## src/hdl/fpc_pkg.sv

```systemverilog
// fpc_pkg: constants, encodings and carriers of the front panel controller
// assumes one 25 MHz system clock shared by all users of these types
package fpc_pkg;

  // timing
  localparam int unsigned CLK_HZ         = 25000000;
  localparam int unsigned LONG_PRESS_MS  = 1000;
  localparam int unsigned BLINK_HALF_MS  = 250;
  localparam int unsigned LONG_PRESS_CYC = (CLK_HZ / 1000) * LONG_PRESS_MS;
  localparam int unsigned BLINK_HALF_CYC = (CLK_HZ / 1000) * BLINK_HALF_MS;
  localparam int unsigned HOLD_W         = 25;
  localparam int unsigned BLINK_W        = 23;
  localparam logic [3:0]  REINIT_CYC     = 4'hf;

  // key bit positions
  localparam int unsigned KEY_UP = 0;
  localparam int unsigned KEY_DN = 1;
  localparam int unsigned KEY_LT = 2;
  localparam int unsigned KEY_RT = 3;
  localparam int unsigned KEY_RS = 4;

  // menus: six roots, setting pages per root (unit..usb)
  localparam logic [2:0]      ROOT_LAST  = 3'h5;
  localparam logic [5:0][3:0] ROOT_PAGES = {4'h5, 4'h4, 4'h2, 4'h3, 4'hb, 4'h8};
  // values in 0.1 percent steps
  localparam logic signed [7:0] VARI_MAX = 8'sh7d;
  localparam logic signed [7:0] VARI_MIN = -8'sh7d;

  // line 2 views
  localparam logic [2:0] L2_BLANK  = 3'h0;
  localparam logic [2:0] L2_SERIAL = 3'h6;
  localparam logic [2:0] L2_LAST   = 3'h6;

  // transport commands and states
  localparam logic [1:0] CMD_STOP = 2'h1;
  localparam logic [1:0] CMD_PLAY = 2'h2;
  localparam logic [2:0] XP_PLAY  = 3'h0;
  localparam logic [2:0] XP_STOP  = 3'h1;
  localparam logic [2:0] XP_REW   = 3'h2;
  localparam logic [2:0] XP_FF    = 3'h3;
  localparam logic [2:0] XP_JOG   = 3'h4;
  localparam logic [2:0] XP_SHTL  = 3'h5;

  // timecode standards
  localparam logic [1:0] STD_25   = 2'h0;
  localparam logic [1:0] STD_30ND = 2'h1;
  localparam logic [1:0] STD_30DF = 2'h2;
  localparam logic [1:0] STD_24   = 2'h3;

  // register map
  localparam logic [7:0] REG_CTRL   = 8'h00;
  localparam logic [7:0] REG_STATUS = 8'h04;
  localparam logic [7:0] REG_VALUE  = 8'h08;
  localparam logic [7:0] REG_LAMPS  = 8'h0c;
  localparam int unsigned ST_MODE_B = 0;
  localparam int unsigned ST_L2_B   = 1;
  localparam int unsigned ST_ROOT_B = 4;
  localparam int unsigned ST_PAGE_B = 7;

  typedef enum logic [1:0] {
    FPC_OPER  = 2'b01,
    FPC_SETUP = 2'b10
  } fpc_mode_e;

  // unit status, same clock
  typedef struct packed {
    logic       frame_locking;
    logic       frame_locked;
    logic       clk_present;
    logic       clk_locked;
    logic       link_up;
    logic       precise_on;
    logic       link_present;
    logic       link_synced;
    logic [1:0] tc_std;
    logic [2:0] xport;
    logic       tc_locked;
    logic       host_up;
    logic       host_rx;
    logic [1:0] frame_ref;
    logic       follow_frame;
    logic [2:0] frame_rate;
    logic [2:0] clk_sel;
    logic [1:0] sample_rate;
    logic       deck_answers;
    logic [2:0] tc_source;
  } fpc_stat_s;

  typedef struct packed {
    logic cursor;
    logic frame;
    logic clock;
    logic link;
  } fpc_lamp_s;

  typedef struct packed {
    logic [7:0]        std_char;
    logic [15:0]       xport_chars;
    logic [7:0]        host_char;
    logic              frame_is_rate;
    logic [2:0]        frame_code;
    logic              clk_is_frame;
    logic [2:0]        clk_code;
    logic              rate_is_pull;
    logic [1:0]        rate_code;
    logic signed [7:0] pull_pct;
    logic              no_machine;
    logic [2:0]        line2_sel;
    logic [2:0]        menu_root;
    logic [3:0]        menu_page;
  } fpc_disp_s;

  typedef struct packed {
    logic       valid;
    logic [1:0] code;
    logic [2:0] dest;
  } fpc_cmd_s;

endpackage : fpc_pkg

```

## src/hdl/fpc_front_panel.sv

```systemverilog
// fpc_front_panel: keys, lamps and display fields of the front panel
// assumes key pins are asynchronous, status and bus on core_clk_in
//
// Local design decisions: the placing of the registers and the strobed register port.
`timescale 1ns/1ps

module fpc_front_panel #(
  parameter int unsigned LONG_CYC  = fpc_pkg::LONG_PRESS_CYC,
  parameter int unsigned BLINK_CYC = fpc_pkg::BLINK_HALF_CYC
) (
  // clock and reset
  input  wire logic              core_clk_in,
  input  wire logic              arst_n_in,
  // key pins: up, down, left, right, reset
  input  wire logic [4:0]        keys_in,
  // unit status
  input  wire fpc_pkg::fpc_stat_s stat_in,
  // external transport commands
  input  wire logic              ext_cmd_valid_in,
  input  wire logic [1:0]        ext_cmd_code_in,
  // register port
  input  wire logic [7:0]        reg_addr_in,
  input  wire logic [31:0]       reg_wdata_in,
  input  wire logic              reg_wr_in,
  input  wire logic              reg_rd_in,
  output logic [31:0]            reg_rdata_out,
  // front panel
  output fpc_pkg::fpc_lamp_s     lamps_out,
  output fpc_pkg::fpc_disp_s     disp_out,
  // transport to source, settings apply
  output fpc_pkg::fpc_cmd_s      cmd_out,
  output logic                   apply_out,
  output logic [5:0][7:0]        values_out,
  // reinitialisation
  output logic                   host_bus_rst_out,
  output logic                   disp_rst_out
);

  typedef struct packed {
    fpc_pkg::fpc_mode_e             mode;
    logic [4:0]                     sync1;
    logic [4:0]                     sync2;
    logic [4:0]                     prev;
    logic [fpc_pkg::HOLD_W-1:0]     hold;
    logic                           long_done;
    logic [fpc_pkg::BLINK_W-1:0]    blink_cnt;
    logic                           blink;
    logic                           keys_en;
    logic [5:0][7:0]                pend;
    logic [5:0][7:0]                active;
    logic                           apply;
    logic                           key_pend;
    logic [1:0]                     key_code;
    fpc_pkg::fpc_cmd_s              cmd;
    fpc_pkg::fpc_lamp_s             lamps;
    fpc_pkg::fpc_disp_s             disp;
    logic [3:0]                     reinit;
    logic                           reinit_on;
    logic [31:0]                    rdata;
  } fpc_state_s;

  localparam logic [fpc_pkg::HOLD_W-1:0]  LONG_W  = fpc_pkg::HOLD_W'(LONG_CYC);
  localparam logic [fpc_pkg::BLINK_W-1:0] BLINK_W = fpc_pkg::BLINK_W'(BLINK_CYC - 1);

  fpc_state_s q;
  fpc_state_s d;

  function automatic fpc_state_s rst_state();
    fpc_state_s s;
    s         = '0;
    s.mode    = fpc_pkg::FPC_OPER;
    s.keys_en = 1'b1;
    return s;
  endfunction : rst_state

  function automatic logic [7:0] step_val(input logic [7:0] v, input logic up);
    logic signed [7:0] sv;
    sv = $signed(v);
    if (up && sv < fpc_pkg::VARI_MAX) begin
      sv = sv + 8'sh01;
    end else if (!up && sv > fpc_pkg::VARI_MIN) begin
      sv = sv - 8'sh01;
    end
    return $unsigned(sv);
  endfunction : step_val

  logic [4:0] press;
  logic [4:0] rel;
  logic       short_dn;
  logic       toggle;
  logic       blink_on;

  always_comb begin
    d         = q;
    press     = 5'h00;
    rel       = 5'h00;
    short_dn  = 1'b0;
    toggle    = 1'b0;
    blink_on  = q.blink;
    d.apply   = 1'b0;
    d.cmd     = '0;
    d.rdata   = 32'h0000_0000;

    // key pin synchronisers and edges
    d.sync1 = keys_in;
    d.sync2 = q.sync1;
    d.prev  = q.sync2;
    press   = q.sync2 & ~q.prev;
    rel     = ~q.sync2 & q.prev;
    if (!q.keys_en) begin
      press[3:0] = 4'h0;
      rel[3:0]   = 4'h0;
    end

    // blink time base
    if (q.blink_cnt == BLINK_W) begin
      d.blink_cnt = '0;
      d.blink     = ~q.blink;
    end else begin
      d.blink_cnt = q.blink_cnt + 1'b1;
    end

    // down key hold timing
    if (q.sync2[fpc_pkg::KEY_DN] && q.keys_en) begin
      if (q.hold != LONG_W) begin
        d.hold = q.hold + 1'b1;
      end else if (!q.long_done) begin
        toggle      = 1'b1;
        d.long_done = 1'b1;
      end
    end else begin
      d.hold      = '0;
      d.long_done = 1'b0;
    end
    short_dn = rel[fpc_pkg::KEY_DN] & ~q.long_done;

    case (q.mode)
      fpc_pkg::FPC_OPER: begin
        if (toggle) begin
          d.mode           = fpc_pkg::FPC_SETUP;
          d.disp.menu_root = 3'h0;
          d.disp.menu_page = 4'h0;
          d.pend           = q.active;
        end else begin
          if (press[fpc_pkg::KEY_UP]) begin
            d.disp.line2_sel = (q.disp.line2_sel == fpc_pkg::L2_BLANK) ?
                               fpc_pkg::L2_LAST : q.disp.line2_sel - 3'h1;
          end else if (short_dn) begin
            d.disp.line2_sel = (q.disp.line2_sel == fpc_pkg::L2_LAST) ?
                               fpc_pkg::L2_BLANK : q.disp.line2_sel + 3'h1;
          end
          if (press[fpc_pkg::KEY_LT]) begin
            d.key_pend = 1'b1;
            d.key_code = fpc_pkg::CMD_STOP;
          end else if (press[fpc_pkg::KEY_RT]) begin
            d.key_pend = 1'b1;
            d.key_code = fpc_pkg::CMD_PLAY;
          end
        end
      end
      fpc_pkg::FPC_SETUP: begin
        if (toggle) begin
          d.mode   = fpc_pkg::FPC_OPER;
          d.active = q.pend;
          d.apply  = 1'b1;
        end else if (q.disp.menu_page == 4'h0) begin
          if (press[fpc_pkg::KEY_LT]) begin
            d.disp.menu_root = (q.disp.menu_root == 3'h0) ?
                               fpc_pkg::ROOT_LAST : q.disp.menu_root - 3'h1;
          end else if (press[fpc_pkg::KEY_RT]) begin
            d.disp.menu_root = (q.disp.menu_root == fpc_pkg::ROOT_LAST) ?
                               3'h0 : q.disp.menu_root + 3'h1;
          end
        end else if (press[fpc_pkg::KEY_LT] || press[fpc_pkg::KEY_RT]) begin
          d.pend[q.disp.menu_root] = step_val(q.pend[q.disp.menu_root],
                                              press[fpc_pkg::KEY_RT]);
        end
        if (!toggle && short_dn &&
            q.disp.menu_page != fpc_pkg::ROOT_PAGES[q.disp.menu_root]) begin
          d.disp.menu_page = q.disp.menu_page + 4'h1;
        end else if (!toggle && press[fpc_pkg::KEY_UP] && q.disp.menu_page != 4'h0) begin
          d.disp.menu_page = q.disp.menu_page - 4'h1;
        end
      end
      default: begin
        d.mode = fpc_pkg::FPC_OPER;
      end
    endcase

    // transport merge: external first, a key command waits for a cycle with no external command
    d.cmd.dest = stat_in.tc_source;
    if (ext_cmd_valid_in) begin
      d.cmd.valid = 1'b1;
      d.cmd.code  = ext_cmd_code_in;
    end else if (q.key_pend) begin
      d.cmd.valid = 1'b1;
      d.cmd.code  = q.key_code;
      d.key_pend  = d.key_pend & (press[fpc_pkg::KEY_LT] | press[fpc_pkg::KEY_RT]);
    end

    // lamps
    d.lamps.cursor = (d.mode == fpc_pkg::FPC_SETUP);
    d.lamps.frame  = stat_in.frame_locked | (stat_in.frame_locking & blink_on);
    d.lamps.clock  = stat_in.clk_present &
                     (stat_in.clk_locked | blink_on);
    d.lamps.link   = stat_in.link_up |
                     (stat_in.precise_on & (~stat_in.link_present | ~stat_in.link_synced) &
                      blink_on);

    // standard letter
    case (stat_in.tc_std)
      fpc_pkg::STD_25:   d.disp.std_char = 8'h50;
      fpc_pkg::STD_30ND: d.disp.std_char = 8'h4e;
      fpc_pkg::STD_30DF: d.disp.std_char = 8'h44;
      default:           d.disp.std_char = 8'h46;
    endcase

    // transport icon
    if (!stat_in.tc_locked) begin
      d.disp.xport_chars = 16'h213e;
    end else begin
      case (stat_in.xport)
        fpc_pkg::XP_PLAY: d.disp.xport_chars = 16'h3e20;
        fpc_pkg::XP_STOP: d.disp.xport_chars = 16'h5b5d;
        fpc_pkg::XP_REW:  d.disp.xport_chars = 16'h3c3c;
        fpc_pkg::XP_FF:   d.disp.xport_chars = 16'h3e3e;
        fpc_pkg::XP_JOG:  d.disp.xport_chars = 16'h4a67;
        fpc_pkg::XP_SHTL: d.disp.xport_chars = 16'h5368;
        default:          d.disp.xport_chars = 16'h2020;
      endcase
    end

    // host field, receiving shown over connected
    if (stat_in.host_rx) begin
      d.disp.host_char = 8'h2a;
    end else if (stat_in.host_up) begin
      d.disp.host_char = 8'h23;
    end else begin
      d.disp.host_char = 8'h20;
    end

    // frame and clock fields
    d.disp.frame_is_rate = stat_in.follow_frame;
    d.disp.frame_code    = stat_in.follow_frame ? stat_in.frame_rate :
                           {1'b0, stat_in.frame_ref};
    d.disp.clk_is_frame  = stat_in.follow_frame;
    d.disp.clk_code      = stat_in.follow_frame ? {1'b0, stat_in.frame_ref} :
                           stat_in.clk_sel;

    // rate field follows the applied varispeed value
    d.disp.pull_pct     = $signed(q.active[1]);
    d.disp.rate_is_pull = (q.active[1] != 8'h00);
    d.disp.rate_code    = stat_in.sample_rate;

    d.disp.no_machine = (d.disp.line2_sel == fpc_pkg::L2_SERIAL) &
                        ~stat_in.deck_answers;

    // register port
    if (reg_wr_in && reg_addr_in == fpc_pkg::REG_CTRL) begin
      d.keys_en = reg_wdata_in[0];
    end
    if (reg_rd_in) begin
      case (reg_addr_in)
        fpc_pkg::REG_CTRL: begin
          d.rdata[0] = q.keys_en;
        end
        fpc_pkg::REG_STATUS: begin
          d.rdata[fpc_pkg::ST_MODE_B]                   = (q.mode == fpc_pkg::FPC_SETUP);
          d.rdata[fpc_pkg::ST_L2_B +: 3]                = q.disp.line2_sel;
          d.rdata[fpc_pkg::ST_ROOT_B +: 3]              = q.disp.menu_root;
          d.rdata[fpc_pkg::ST_PAGE_B +: 4]              = q.disp.menu_page;
        end
        fpc_pkg::REG_VALUE: begin
          d.rdata[7:0]  = q.active[q.disp.menu_root];
          d.rdata[15:8] = q.pend[q.disp.menu_root];
        end
        fpc_pkg::REG_LAMPS: begin
          d.rdata[3:0] = q.lamps;
        end
        default: begin
          d.rdata = 32'h0000_0000;
        end
      endcase
    end

    // reset key: controller back to power-up state, reinit pulses out
    if (q.reinit != 4'h0) begin
      d.reinit = q.reinit - 4'h1;
    end
    if (press[fpc_pkg::KEY_RS]) begin
      d        = rst_state();
      d.sync1  = keys_in;
      d.sync2  = q.sync1;
      d.prev   = q.sync2;
      d.reinit = fpc_pkg::REINIT_CYC;
    end
    // reinit outputs leave the block straight from a flop
    d.reinit_on = (d.reinit != 4'h0);
  end

  always_ff @(posedge core_clk_in or negedge arst_n_in) begin
    if (!arst_n_in) begin
      q <= rst_state();
    end else begin
      q <= d;
    end
  end

  assign reg_rdata_out    = q.rdata;
  assign lamps_out        = q.lamps;
  assign disp_out         = q.disp;
  assign cmd_out          = q.cmd;
  assign apply_out        = q.apply;
  assign values_out       = q.active;
  assign host_bus_rst_out = q.reinit_on;
  assign disp_rst_out     = q.reinit_on;

endmodule : fpc_front_panel

```

## config.mk

```make
export PLATFORM = sky130hd
export DESIGN_NAME = fpc_front_panel
export DESIGN_NICKNAME = d
export VERILOG_FILES = /design/src/hdl/fpc_pkg.sv /design/src/hdl/fpc_front_panel.sv
export SDC_FILE = /design/constraint.sdc
export NUM_CORES = 1
export LEC_CHECK = 0
export ABC_AREA = 1
export BUFFER_PORTS_ARGS = -buffer_cell sky130_fd_sc_hd__buf_2
export CORE_ASPECT_RATIO = 1.25
export CORE_UTILIZATION = 52
export CTS_CLUSTER_SIZE = 10
export DETAILED_ROUTE_END_ITERATION = 7
export GPL_TIMING_DRIVEN = 0
export PLACE_DENSITY = 0.75
export SETUP_SLACK_MARGIN = 0.15
export SLEW_MARGIN = 25
export SYNTH_ARGS = -nofsm -noshare
export SYNTH_HDL_FRONTEND = slang
export SYNTH_SLANG_ARGS = --single-unit
```

## constraint.sdc

```tcl
create_clock -name core_clk_in -period 3.2 [get_ports core_clk_in]
set_input_delay 0.48 -clock core_clk_in [delete_from_list [all_inputs] [get_ports core_clk_in]]
set_output_delay 0.48 -clock core_clk_in [all_outputs]
set_load 0.02 [all_outputs]
```

=== Yosys cells after proc, flatten, opt, wreduce, memory -nomap -nowiden ===
Memory sizes are Yosys's and may differ from the RTL's.
Index checks and enable logic that the tools add are counted.

* Flip-flop bits (word level): 277
* ROM bits: 32
* Bits of input ports: 83
* Output and inout bits: 155
* Word-level logic and storage cells: 221
* Memories: 1

* Add/subtract/negate cells: 11
* Order comparisons: 4
* Equality and inequality tests: 29
* Multiplexer cells: 73
* Bitwise operators: 21
* Reductions and logical operators: 34

{| class="wikitable"
|+ Memory list
! name !! depth !! width !! read ports !! clocked after Yosys merged registers in !! wr ports !! line !! text
|-
| (name not given) || 8 || 4 || 1 || 0 || 0 || fpc_front_panel.sv:179 || <nowiki>q.disp.menu_page != fpc_pkg::ROOT_PAGES[q.disp.menu_root]) begin</nowiki>
|}

{| class="wikitable"
|+ Operators by type and width
! operator !! number
|-
| $mux W277 || 1
|-
| $mux W48 || 4
|-
| $mux W49 || 2
|-
| $pmux W48 S2 || 1
|-
| $pmux W15 S6 || 1
|-
| $mux W8 || 9
|-
| $mux W3 || 20
|-
| $bmux W8 S3 || 2
|-
| $bwmux W48 || 1
|-
| $pmux W7 S2 || 2
|-
| $mux W26 || 1
|-
| $add A25 B1 Y25 const B || 1
|-
| $mux W25 || 1
|-
| $ne A25 B25 Y1 const B || 1
|-
| $demux W8 S3 || 1
|-
| $mux W4 || 6
|-
| $add A23 B1 Y23 const B || 1
|-
| $eq A23 B23 Y1 const B || 1
|-
| $mux W23 || 1
|-
| $ne A3 B3 Y1 const B || 6
|-
| $eq A8 B4 Y1 const B || 2
|-
| $mux W16 || 1
|-
| $eq A3 B3 Y1 const B || 5
|-
| $mux W15 || 1
|-
| 48 further kinds || 100
|}

=== Logic depth before layout (Yosys ltp) ===
Gate-level depths: netlist of the first run.

* Depth after elaboration: 18
* Mapped depth: 21

=== Least setup slack after synthesis of the first run ===
Ideal clock, no wire load.

* Path kind: register to register
* Start point: register q, in the netlist disp_out[4]
* End point: register q, in the netlist disp_out[3]
* Arrival: 2.625 ns
* Data required time: 3.104 ns
* Slack: 0.479 ns
* Cell stages (with the launch flop): 18
* Buffers on the path: 2
* Clock period less this slack: 2.721 ns
* Cells stage by stage: dfrtp_1 > buf_6 > inv_4 > buf_4 > ha_1 > inv_1 > ha_1 > nand2_1 > o21ai_0 > nor2_1 > nand3_1 > nand2_1 > ha_1 > a21oi_1 > nand2_1 > xor2_1 > xor2_1 > o31ai_1

* Cells in the longest elaborated chain, start to end: 7
* Elaborated cells on any way between the ends: 9
* Those cells by class: eq/ne (2); mux (4); reduce/logical (2); memory (1)

{| class="wikitable"
|+ Ends and longest elaborated chain
! item !! line !! text
|-
| from (decl) || fpc_front_panel.sv:65 || <nowiki>fpc_state_s q;</nowiki>
|-
| from (signal assigned) || fpc_front_panel.sv:303 || <nowiki>q <= rst_state();</nowiki>
|-
| $mem_v2 Z8 W4 (*) || n/a ||
|-
| $mux W4 (not written as such) (*) || fpc_front_panel.sv:179 ||
|-
| $ne A4 B4 Y1 (*) || fpc_front_panel.sv:179 ||
|-
| $logic_and A1 B1 Y1 (*) || fpc_front_panel.sv:178 || <nowiki>if (!toggle && short_dn &&</nowiki>
|-
| $mux W4 || fpc_front_panel.sv:178 ||
|-
| $pmux W7 S2 || fpc_front_panel.sv:137 || <nowiki>case (q.mode)</nowiki>
|-
| $mux W277 || fpc_front_panel.sv:290 || <nowiki>if (press[fpc_pkg::KEY_RS]) begin</nowiki>
|}

Mark *: on every way between the ends. The rest lies on a longest branch, timed or not. The select of a mux whose other input is x is not followed.
A chain may end at the register's enable or synchronous reset.

=== Worst setup path in the final report of the first run ===
* Start point: register q, in the netlist disp_out[6]
* End point: register q[170] in the netlist's numbering

* Cells in the longest elaborated chain, start to end: 16
* Elaborated cells on any way between the ends: 25
* Those cells by class: add/sub (2); order compare (4); mux (16); reduce/logical (3)

{| class="wikitable"
|+ Ends and longest elaborated chain
! item !! line !! text
|-
| $bmux W8 S3 || fpc_front_panel.sv:175 || <nowiki>d.pend[q.disp.menu_root] = step_val(q.pend[q.disp.menu_root],</nowiki>
|-
| $mux W8 (not written as such) || fpc_front_panel.sv:175 ||
|-
| $gt A8 B8 Y1 || fpc_front_panel.sv:81 || <nowiki>end else if (!up && sv > fpc_pkg::VARI_MIN) begin</nowiki>
|-
| $logic_and A1 B1 Y1 || fpc_front_panel.sv:81 ||
|-
| $mux W8 || fpc_front_panel.sv:81 ||
|-
| $mux W8 || fpc_front_panel.sv:79 || <nowiki>if (up && sv < fpc_pkg::VARI_MAX) begin</nowiki>
|-
| $mux W8 || fpc_front_panel.sv:174 || <nowiki>end else if (press[fpc_pkg::KEY_LT] || press[fpc_pkg::KEY_RT]) begin</nowiki>
|-
| $mux W8 || fpc_front_panel.sv:166 || <nowiki>end else if (q.disp.menu_page == 4'h0) begin</nowiki>
|-
| $mux W8 || fpc_front_panel.sv:162 || <nowiki>if (toggle) begin</nowiki>
|-
| $mux W8 || fpc_front_panel.sv:137 ||
|-
| $bwmux W48 (*) || fpc_front_panel.sv:175 ||
|-
| $mux W48 (*) || fpc_front_panel.sv:174 ||
|-
| $mux W48 (*) || fpc_front_panel.sv:166 ||
|-
| $mux W48 (*) || fpc_front_panel.sv:162 ||
|-
| $pmux W48 S2 (*) || fpc_front_panel.sv:137 ||
|-
| $mux W277 (*) || fpc_front_panel.sv:290 ||
|}

Marked as above.

==> flow_summary.yaml, run 1 <==
placement:
  placement.setup.worst_slack_ns: -0.00702
  place_inst: 2328
  buffer_ports.inserted: 181
  post-dp-hpwl_mm: 29.5
  globalplace.congestion: 0.999
power:
  power.switching_w: 0.00217
  worst_ir_drop_vdd_mv: 0.403
  power_leakage_nw: 8.66
  power.sequential.fraction_pct: 45.4
  p_int_w: 0.00543
  power.share.clock_pct: 39.5
  power-per-cell-area_nw_per_um2: 464
  total_power_w: 0.00759
  share_comb_of_total_power_pct: 15.1
  swShare_pct: 28.5
detailed_routing:
  avgRoutedWirePerCell_um: 16.6
  drt_iter0_markers: 961
  vias_per_instance: 5.25
  detailroute.via_count: 12500
  dr.pass1.iters: 6
  post-route-drc-count: 0
  number_of_antenna_violating_nets_in_the_routed_design: 0
  wl_mm: 39.7
layout:
  final_net_count: 2131
  layout.cells.non_filler: 2384
  post_route_cells_drive_above_1_share_pct: 23.1
  antenna_cells: 0
  area_delta_synth_final_pct: 17.8
yosys:
  synth_warnings: 0
  post_synth_instance_area_um2: 13900
  post-synth-top-area-cell: "dfrtp_1"
  async_flop_share_pct: 100
  synth_common_cells: "nand2_1 (319), inv_1 (262), dfrtp_1 (247)"
  yosys_most_used_dff: "dfrtp_1"
  seq_area_frac_synth_pct: 44.9
  yosys.cell_count.top_type: "nand2_1"
  syn-mean-instance-area_um2: 7.80
  synthesis.instances: 1781
  yosysUniqueCellTypes: 53
  synth-edff-count: 0
  synth_top_area_share_pct: 44.5
  postSynthRegisterBits: 249
  post_synth_main_area_contributors: "dfrtp_1 (44%), nand2_1 (8.6%), buf_4 (8.5%)"
critical_path:
  maximum_cell_stage_delay_along_the_critical_path_ns: 0.40
  timing.critical_path.fanout_max: 10
  worst_setup_path_start_kind: "flop"
  worst_r2r_startpoint: "disp_out[6]"
  worst_path_most_repeated_cell: "nand2_4"
  critical_path.n_buffers_inverters: 6
  critical_path.endpoint_type: "flop"
  timing.critical_path.slowest_stage_cell: "dfrtp_1"
  timing.critical_path.max_delay_family: "simple AND/OR/NAND/NOR gates"
  crit_path_start: "disp_out[6]"
  criticalPathCategory: "reg2reg"
  worst-endpoint-arrival_ns: 3.30
  critPathRequiredTime_ns: 3.64
  crit_chain: "buf_6 -> inv_4 -> buf_6 -> nand2_2 -> nor2_1 -> nand2_1 -> nand2_1 -> inv_2 -> nand2_4 -> inv_1 -> ha_2 -> inv_1 -> nand3_1 -> nor2_4 -> nand2_4 -> nand2_4 -> o211ai_2 -> nand3_1 -> a21oi_1"
clocking:
  cts.path.max_buffers: 3
  clock_transition_at_the_register_clock_pins_on_the_worst_setup_and_hold_paths_after_cts_ns: 0.06
  insertion_delay_ns: 0.57
  cts_tree: "built"
  clock-sinks: 249
  cts-htree-levels: 1
  cts.root.buffer_cell: "clkbuf_16"
  numCtsBuffers: 29
hold_path:
  worst_hold_startpoint: "keys_in[4]"
  worstHoldPathType: "in2reg"
global_routing:
  gr-total-overflow: 0
  antenna_found_initial: 0
  pin_count_of_the_biggest_net_entering_global_routing: 92
  number_of_global_route_vias_before_repair: 11800
  grt.total_usage_pct: 29.6
  grt_pass1_wl_mm: 62.2
timing:
  grt_setup_unrepaired: "false"
  fin_worst_hold_slack_ns: 0.0223
  setup-violations-final: 0
  hold_viol_final: 0
  layout_min_cycle_time_ns: 2.86
  setup_slack_ns: 0.336
  final_min_period_over_clock_period_pct: 89.5
  maxSlewHeadroom_pct: 49.5
  worst_pin_slew_ns: 0.751
  finClkSkew_ns: 0.0132
  final_slew_violations: 0
  clock.fmax_mhz: 349
floorplanning:
  floorplan.die.width_um: 148
  floorplan_die_area_um2: 27400
  fp.dieH_um: 185
  core_area_um2: 26200
  io-pin-count: 238
  initial_utilization_pct: 53.1
  placementRows: 66
status:
  status: "finished, final reports clean"
job:
  drv.max_cap_violation_count: 0
==> layout make-up <==
| cell class | count | area (um^2) |
|---|---|---|
| fillers | 2300 | 9800 |
| flip-flops and latches | 249 | 6230 |
| multi-input cells | 1081 | 5410 |
| plain buffers | 198 | 1400 |
| inverters | 277 | 1060 |
| repair buffers | 190 | 1030 |
| clock buffers | 48 | 807 |
| well taps | 340 | 425 |
| clock inverters | 1 | 20.0 |
==> per-layer routing <==
metal / vias up / GRT usage (%) / share of wire (%)
met5: - / 0 / 0
met4: 0 / 13.6 / 4.6
met3: 112 / 4.85 / 8.1
met2: 542 / 48.5 / 47
met1: 5882 / 38.2 / 41
li1: 5971 / - / -
==> state kept, by name, summed over array words and instances, names as in the netlist <==
register and flops:
q 122, lamps_out 4, values_out 48, blink_on 1, disp_rst_out 1, reg_rdata_out 16, apply_out 1, cmd_out 6
disp_out 50
==> layout by cell type (no fill, tap or decap), types with 10 or more instances in the layout <==
cell type | Yosys | final
conb_1 | 1 | 25
o22ai_1 | 29 | 29
clkbuf_16 | 0 | 29
nand3_1 | 96 | 93
clkbuf_1 | 26 | 43
a21boi_1 | 12 | 12
nand4_1 | 24 | 24
o21ai_0 | 100 | 99
a21oi_1 | 89 | 85
nand2_2 | 15 | 18
buf_4 | 158 | 163
nand3_2 | 9 | 10
nand2_1 | 319 | 314
ha_1 | 21 | 19
nor2_1 | 219 | 218
nor4_1 | 10 | 10
inv_1 | 262 | 262
dfrtp_1 | 247 | 247
buf_2 | 7 | 187
nor3_1 | 35 | 35
==> timing repair <==
action                                 CTS  global route
endpoints found under the hold margin   71             0
setup endpoints to repair               25            58
buffers inserted                         2             4
pin swaps                                2             4
gates resized for setup                  5            24
cloned                                   0             0
hold buffers                             1             0
==> logic make-up (layout without fill, tap and decap cells) <==
group / Yosys count / after routing / synth area share [%]
xor gates and xnor gates: 11 / 11 / 0.747
and+or+nand+nor: 755 / 755 / 24.0
buffers and inverters: 475 / 714 / 17.6
adders and majority gates: 22 / 22 / 2.04
DFF: 249 / 249 / 44.9
AOI/OAI and AO/OA: 268 / 268 / 10.8
other: 1 / 25 / 0.0270
==> final timing paths <==
check / to / cells past startpoint / slack [ns]
max: q[170] / 19 / 0.34
min: q[274] / 1 / 0.02
max reg2reg: q[170] / 19 / 0.34
min reg2reg: q[267] / 0 / 0.35
max in group asynchronous: q[208] / 3 / 1.89
min in group asynchronous: q[269] / 2 / 0.45
==> power by group through the flow <==
stage	combinational [W]	clock [W]	sequential [W]
CTS	0.00111	0.00303	0.00345
floorplan	0.000745	0	0.00346
finish	0.00115	0.00300	0.00345
global placement	0.00106	0	0.00350
detailed placement	0.00110	0	0.00350
global route	0.00128	0.00317	0.00347
==> through the flow <==
step	util [%]	setup TNS [ns]	cell area, um^2
after floorplan	-	0	14000
after global placement	58.5	-694.77	15300
after detailed placement	58.8	-0.00702	15400
after CTS	62.0	0	16200
after global routing	62.6	0	16400
final	62.6	0	16400
Note: power is estimated with default switching activity, not from simulation.
==> inputs of run 2 (changes only) <==
- CTS_BUF_LIST: not set -> sky130_fd_sc_hd__clkbuf_8
- PLACE_DENSITY: 0.75 -> 0.74
==> flow_summary.yaml, run 2 (synthesis gave the netlist of run 1 again) <==
status:
  status: "finished, final reports clean"
global_routing:
  gr-total-overflow: 0
  antenna_found_initial: 0
  number_of_global_route_vias_before_repair: 11800
  grt_pass1_wl_mm: 61.9
  grt.total_usage_pct: 29.5
  pin_count_of_the_biggest_net_entering_global_routing: 88
detailed_routing:
  wl_mm: 39.6
  avgRoutedWirePerCell_um: 16.5
  number_of_antenna_violating_nets_in_the_routed_design: 0
  vias_per_instance: 5.23
  detailroute.via_count: 12600
  dr.pass1.iters: 7
  post-route-drc-count: 0
  drt_iter0_markers: 1149
timing:
  setup-violations-final: 0
  setup-tns-final_ns: 0
  fin_worst_hold_slack_ns: 0.0225
  finClkSkew_ns: 0.0322
  final_min_period_over_clock_period_pct: 92.2
  grt_setup_unrepaired: "true"
  layout_min_cycle_time_ns: 2.95
  worst_pin_slew_ns: 0.802
  final_slew_violations: 0
  clock.fmax_mhz: 339
  hold_viol_final: 0
  maxSlewHeadroom_pct: 46.1
power:
  power.share.clock_pct: 39.1
  power.sequential.fraction_pct: 45.7
  p_int_w: 0.00536
  share_comb_of_total_power_pct: 15.2
  total_power_w: 0.00755
  power-per-cell-area_nw_per_um2: 460
  swShare_pct: 29.0
  power.switching_w: 0.00219
  worst_ir_drop_vdd_mv: 0.310
  power_leakage_nw: 8.75
floorplanning:
  placementRows: 66
  io-pin-count: 238
  floorplan.die.width_um: 148
  core_area_um2: 26200
  initial_utilization_pct: 53.1
  floorplan_die_area_um2: 27400
  fp.dieH_um: 185
clocking:
  clock-sinks: 249
  cts.path.max_buffers: 3
  cts_tree: "built"
  clock_transition_at_the_register_clock_pins_on_the_worst_setup_and_hold_paths_after_cts_ns: 0.06
  numCtsBuffers: 41
  post_cts_buffers: 0
  cts.root.buffer_cell: "clkbuf_8"
  insertion_delay_ns: 0.57
  cts-htree-levels: 2
hold_path:
  worst_case_hold_path_end_point: "q[270]"
  timing.hold.worst_path_depth: 1
  worst_hold_startpoint: "keys_in[0]"
  worstHoldPathType: "in2reg"
critical_path:
  worst-endpoint-arrival_ns: 3.40
  rr_worst_depth: 17
  maximum_cell_stage_delay_along_the_critical_path_ns: 0.45
  timing.critical_path.slowest_stage_cell: "dfrtp_2"
  worst_r2r_startpoint: "disp_out[4]"
  critical_path.endpoint_type: "flop"
  critPathRequiredTime_ns: 3.65
  worst_setup_path_start_kind: "flop"
  criticalPathCategory: "reg2reg"
  crit_chain: "buf_8 -> inv_6 -> buf_6 -> ha_2 -> inv_1 -> ha_1 -> nand2_1 -> o21ai_0 -> nor2_1 -> nand3_1 -> nand2_2 -> ha_4 -> a21oi_2 -> nand2_1 -> xor2_1 -> xor2_1 -> o31ai_1"
  crit-reg2reg-capture: "disp_out[3]"
  timing.reg2reg.setup_slack_ns: 0.25
  timing.critical_path.fanout_max: 10
job:
  drv.max_cap_violation_count: 0
layout:
  stdcell_area_um2: 16400
  area_delta_synth_final_pct: 18.1
  layout_commonest_cell: "nand2_1"
  most_frequent_cells_in_the_layout: "nand2_1 (315), inv_1 (274), dfrtp_1 (246), nor2_1 (215), buf_2 (187)"
  final_net_count: 2137
  fillers: 2338
  multi_input_area_um2: 5440
  regArea_um2: 6230
  post_route_cells_drive_above_1_share_pct: 24.3
  largest_register: "q"
  layout.core_utilization_pct: 62.7
  antenna_cells: 0
  largest_register_ff_count: 122
placement:
  buffer_ports.inserted: 181
  globalplace.congestion: 1.01
  post-dp-hpwl_mm: 29.8
  placed_area_um2: 15400
## run 2: changes by cell type in the layout (fill, tap and decap cells not counted), moves of 3 or more
cell,previous run,this run
clkinv_2,1,6
inv_1,262,274
clkbuf_8,1,52
clkbuf_16,29,0
nor2_1,218,215
buf_4,163,157
nor2_2,8,11
clkbuf_1,43,26
nand2_2,18,15
## run 2: layout make-up
type | instances | share of cell area (%)
sequential | 249 | 38.0
multi-input combinational | 1081 | 33.2
buffer | 198 | 8.54
inverter | 277 | 6.43
timing repair buffer | 184 | 5.98
clock buffer | 52 | 4.36
tap | 340 | 2.59
clock inverter | 22 | 0.961
## run 2: per-stage QoR
stage                     setup WS [ns]  std cells
after floorplan                   0.479       1805
after global placement            -2.79       2326
after detailed placement         0.0605       2328
after CTS                        0.0822       2403
after global routing             0.0583       2403
final                             0.249       2403
## run 2: worst max path at each step
stage,slack (ns),cells past startpoint,from,endpoint
floorplan,0.48,17,disp_out[4],disp_out[3]
global placement,-2.79,1,arst_n_in,disp_out[17]
detailed placement,0.06,17,disp_out[4],disp_out[3]
CTS,0.08,17,disp_out[4],disp_out[3]
global route,0.06,17,disp_out[4],disp_out[3]
finish,0.25,17,disp_out[4],disp_out[3]
## run 2: per-layer routing
layer  track usage (%)  part of all wire [%]  up-vias
li1                  -                     -     5984
met1              38.1                    41     5895
met2              48.8                    47      556
met3              4.36                   7.5      124
met4              13.7                   4.7        0
met5                 0                     0        -
## run 2: repair_timing
item                                    CTS  global route
resized for setup                         8            28
hold endpoints to repair                 80             0
endpoints found under the setup margin   26            62
hold buffers                              1             0
pin swaps                                 0             4
## run 2: power by group through the flow
stage / combinational, W / sequential (W) / clock [W]
3_5_place_dp: 0.00111 / 0.00350 / 0
4_1_cts: 0.00112 / 0.00344 / 0.00300
6_report: 0.00115 / 0.00345 / 0.00295
2_1_floorplan: 0.000745 / 0.00346 / 0
3_3_place_gp: 0.00106 / 0.00349 / 0
5_1_grt: 0.00127 / 0.00346 / 0.00314
## run 2: worst max-delay path, delay by kind of cell, from the launching register on
kind | cells | cell delay (ns)
buffers and inverters | 4 | 0.52
adder cells (fa/ha/maj) | 3 | 0.64
XOR/XNOR | 2 | 0.34
AO/OA/AOI/OAI | 3 | 0.39
flip-flops | 1 | 0.45
AND/OR/NAND/NOR | 5 | 0.50
==> inputs of run 3 (changes only) <==
- ABC_AREA: 1 -> not set
- CORE_MARGIN: not set -> 3
==> flow_summary.yaml, run 3 <==
detailed_routing:
  drt_iter0_markers: 880
  vias_per_instance: 5.59
  avgRoutedWirePerCell_um: 19.7
  post-route-drc-count: 0
  number_of_antenna_violating_nets_in_the_routed_design: 0
  dr.pass1.iters: 6
  detailroute.via_count: 10900
  wl_mm: 38.4
layout:
  fillers: 1927
  most_frequent_cells_in_the_layout: "dfrtp_1 (245), buf_4 (191), buf_2 (179), nor2_1 (126), nand2_1 (123)"
  area_delta_synth_final_pct: 25.7
  final_net_count: 1702
  largest_register_ff_count: 122
  antenna_cells: 0
  layout_commonest_cell: "dfrtp_1"
  largest_register: "q"
  stdcell_area_um2: 16400
  post_route_cells_drive_above_1_share_pct: 34.8
critical_path:
  worst_setup_path_start_kind: "flop"
  maximum_cell_stage_delay_along_the_critical_path_ns: 0.53
  critical_path.endpoint_type: "flop"
  rr_worst_depth: 11
  crit-reg2reg-capture: "q[170]"
  critical_path.n_buffers_inverters: 4
  timing.critical_path.fanout_max: 7
  crit_chain: "buf_6 -> mux2_4 -> mux4_2 -> or4_4 -> buf_6 -> nor4_4 -> buf_4 -> nor3_2 -> a2111oi_4 -> buf_6 -> o211ai_1"
  worst-endpoint-arrival_ns: 3.60
  timing.reg2reg.setup_slack_ns: 0.02
  critPathRequiredTime_ns: 3.62
  criticalPathCategory: "reg2reg"
  timing.critical_path.max_delay_family: "multiplexers"
  timing.critical_path.slowest_stage_cell: "or4_4"
  worst_r2r_startpoint: "disp_out[6]"
  worst_path_most_repeated_cell: "buf_6"
timing:
  final_min_period_over_clock_period_pct: 99.4
  layout_min_cycle_time_ns: 3.18
  maxSlewHeadroom_pct: 49.5
  final_slew_violations: 0
  finClkSkew_ns: 0.0321
  worst_pin_slew_ns: 0.758
  hold_viol_final: 0
  grt_setup_unrepaired: "true"
  clock.fmax_mhz: 314
  setup-violations-final: 0
yosys:
  syn-mean-instance-area_um2: 10.0
  yosys.cell_count.top_type: "dfrtp_1"
  synth_warnings: 0
  post_synth_main_area_contributors: "dfrtp_1 (47%), buf_4 (8.9%), nor2_1 (3.7%)"
  yosys.area_share.xor_xnor_pct: 3.61
  synth-edff-count: 0
  synth_adder_area_share_pct: 2.17
  yosysUniqueCellTypes: 79
  synthesis.instances: 1301
  synth_top_area_share_pct: 47.5
  post_synth_and_or_nand_nor_area_fraction_pct: 16.5
  synth_top_family_by_area: "simple AND/OR/NAND/NOR gates"
  post-synth-top-area-cell: "dfrtp_1"
  synth.area.mux_share_pct: 4.39
  post_synthesis_compound_gate_area_fraction_pct: 13.9
  seq_area_frac_synth_pct: 47.9
  synth_common_cells: "dfrtp_1 (247), buf_4 (155), nor2_1 (129)"
  postSynthRegisterBits: 249
  async_flop_share_pct: 100
  yosys_most_used_dff: "dfrtp_1"
  post_synth_instance_area_um2: 13000
hold_path:
  worst_hold_startpoint: "keys_in[3]"
  worstHoldPathType: "in2reg"
  worst_case_hold_path_end_point: "q[273]"
  timing.hold.worst_path_depth: 1
global_routing:
  antenna_found_initial: 0
  gr-total-overflow: 0
  pin_count_of_the_biggest_net_entering_global_routing: 94
  grt.total_usage_pct: 28.1
  grt_pass1_wl_mm: 59.6
  number_of_global_route_vias_before_repair: 11000
placement:
  placed_area_um2: 14500
  post-dp-hpwl_mm: 27.6
  buffer_ports.inserted: 179
  globalplace.congestion: 0.980
floorplanning:
  floorplan_die_area_um2: 27000
  placementRows: 64
  fp.dieH_um: 183
  initial_utilization_pct: 52.9
  io-pin-count: 238
  floorplan.die.width_um: 147
  core_area_um2: 24600
clocking:
  numCtsBuffers: 40
  clock_transition_at_the_register_clock_pins_on_the_worst_setup_and_hold_paths_after_cts_ns: 0.06
  cts-htree-levels: 2
  cts.path.max_buffers: 3
  cts.root.buffer_cell: "clkbuf_8"
  insertion_delay_ns: 0.57
  cts_tree: "built"
  clock-sinks: 249
job:
  drv.max_cap_violation_count: 0
status:
  status: "finished, final reports clean"
power:
  worst_ir_drop_vdd_mv: 0.330
  power_leakage_nw: 7.88
  power-per-cell-area_nw_per_um2: 426
  total_power_w: 0.00697
## run 3: timing repair
action / CTS / global route
cloned: 1 / 0
setup endpoints to repair: 78 / 72
hold buffers: 1 / 0
pin swaps: 22 / 20
gates resized for setup: 82 / 50
setup buffers: 33 / 14
hold endpoints to repair: 83 / 0
## run 3: cell families (layout without fill, tap and decap cells)
family | count (synthesis) | count (layout)
other | 1 | 25
XOR/XNOR | 51 | 51
adder cells (fa/ha/maj) | 22 | 22
AND/OR/NAND/NOR | 443 | 443
buffers and inverters | 240 | 538
flip-flops | 249 | 249
AO/OA/AOI/OAI | 245 | 245
multiplexers | 50 | 50
## run 3: report_power, final
| group | internal (W) | total [W] | switching [W] | leakage [nW] |
|---|---|---|---|---|
| Sequential | 0.00326 | 0.00335 | 0.0000900 | 3.32 |
| Clock | 0.00146 | 0.00272 | 0.00126 | 0.451 |
| Combinational | 0.000374 | 0.000907 | 0.000533 | 4.11 |
## run 3: worst reg2reg max path, cell delays in order, from the launching register on
cell       delay [ns]
dfrtp_2          0.46
buf_6            0.17
mux2_4           0.32
mux4_2           0.48
or4_4            0.53
buf_6            0.15
nor4_4           0.21
buf_4            0.18
nor3_2           0.04
a2111oi_4        0.21
buf_6            0.21
o211ai_1         0.11
## run 3: per-stage QoR
| step | utilization [%] | TNS [ns] | setup slack [ns] | cells | hold WS, ns |
|---|---|---|---|---|---|
| 2_1_floorplan | - | 0 | 0.151 | 1325 | 0.184 |
| 3_3_place_gp | 58.8 | -714.32 | -2.75 | 1834 | 0.333 |
| 3_5_place_dp | 59.1 | -42.16 | -0.957 | 1836 | 0.336 |
| 4_1_cts | 65.4 | 0 | 0.0378 | 1939 | 0.00709 |
| 5_1_grt | 66.6 | -0.451 | -0.0639 | 1953 | 0.0181 |
| 6_report | 66.6 | 0 | 0.0177 | 1953 | 0.0319 |
## run 3: layer usage
layer / part of all wire [%] / up-vias / global-route usage (%)
met3: 6.1 / 144 / 4.33
li1: - / 5011 / -
met2: 50 / 463 / 48.0
met5: 0 / - / 0
met1: 38 / 5304 / 34.3
met4: 6.1 / 0 / 15.6
## run 3: final cells by class
class	instances	area, um^2	area share [%]
Inverter	28	121	0.742
Clock inverter	19	111	0.680
Clock buffer	49	674	4.12
Tap cell	330	413	2.52
Buffer	212	1500	9.14
Sequential cell	249	6240	38.1
Timing Repair Buffer	230	1450	8.84
Multi-Input combinational cell	836	5870	35.8
## run 3: worst max path at each step
stage,endpoint,depth (start not counted),slack (ns),from
6_report,q[170],11,0.02,disp_out[6]
4_1_cts,q[170],11,0.04,disp_out[6]
5_1_grt,q[170],11,-0.06,disp_out[6]
3_3_place_gp,q[223],1,-2.75,arst_n_in
2_1_floorplan,q[162],11,0.15,disp_out[4]
3_5_place_dp,q[166],9,-0.96,disp_out[4]
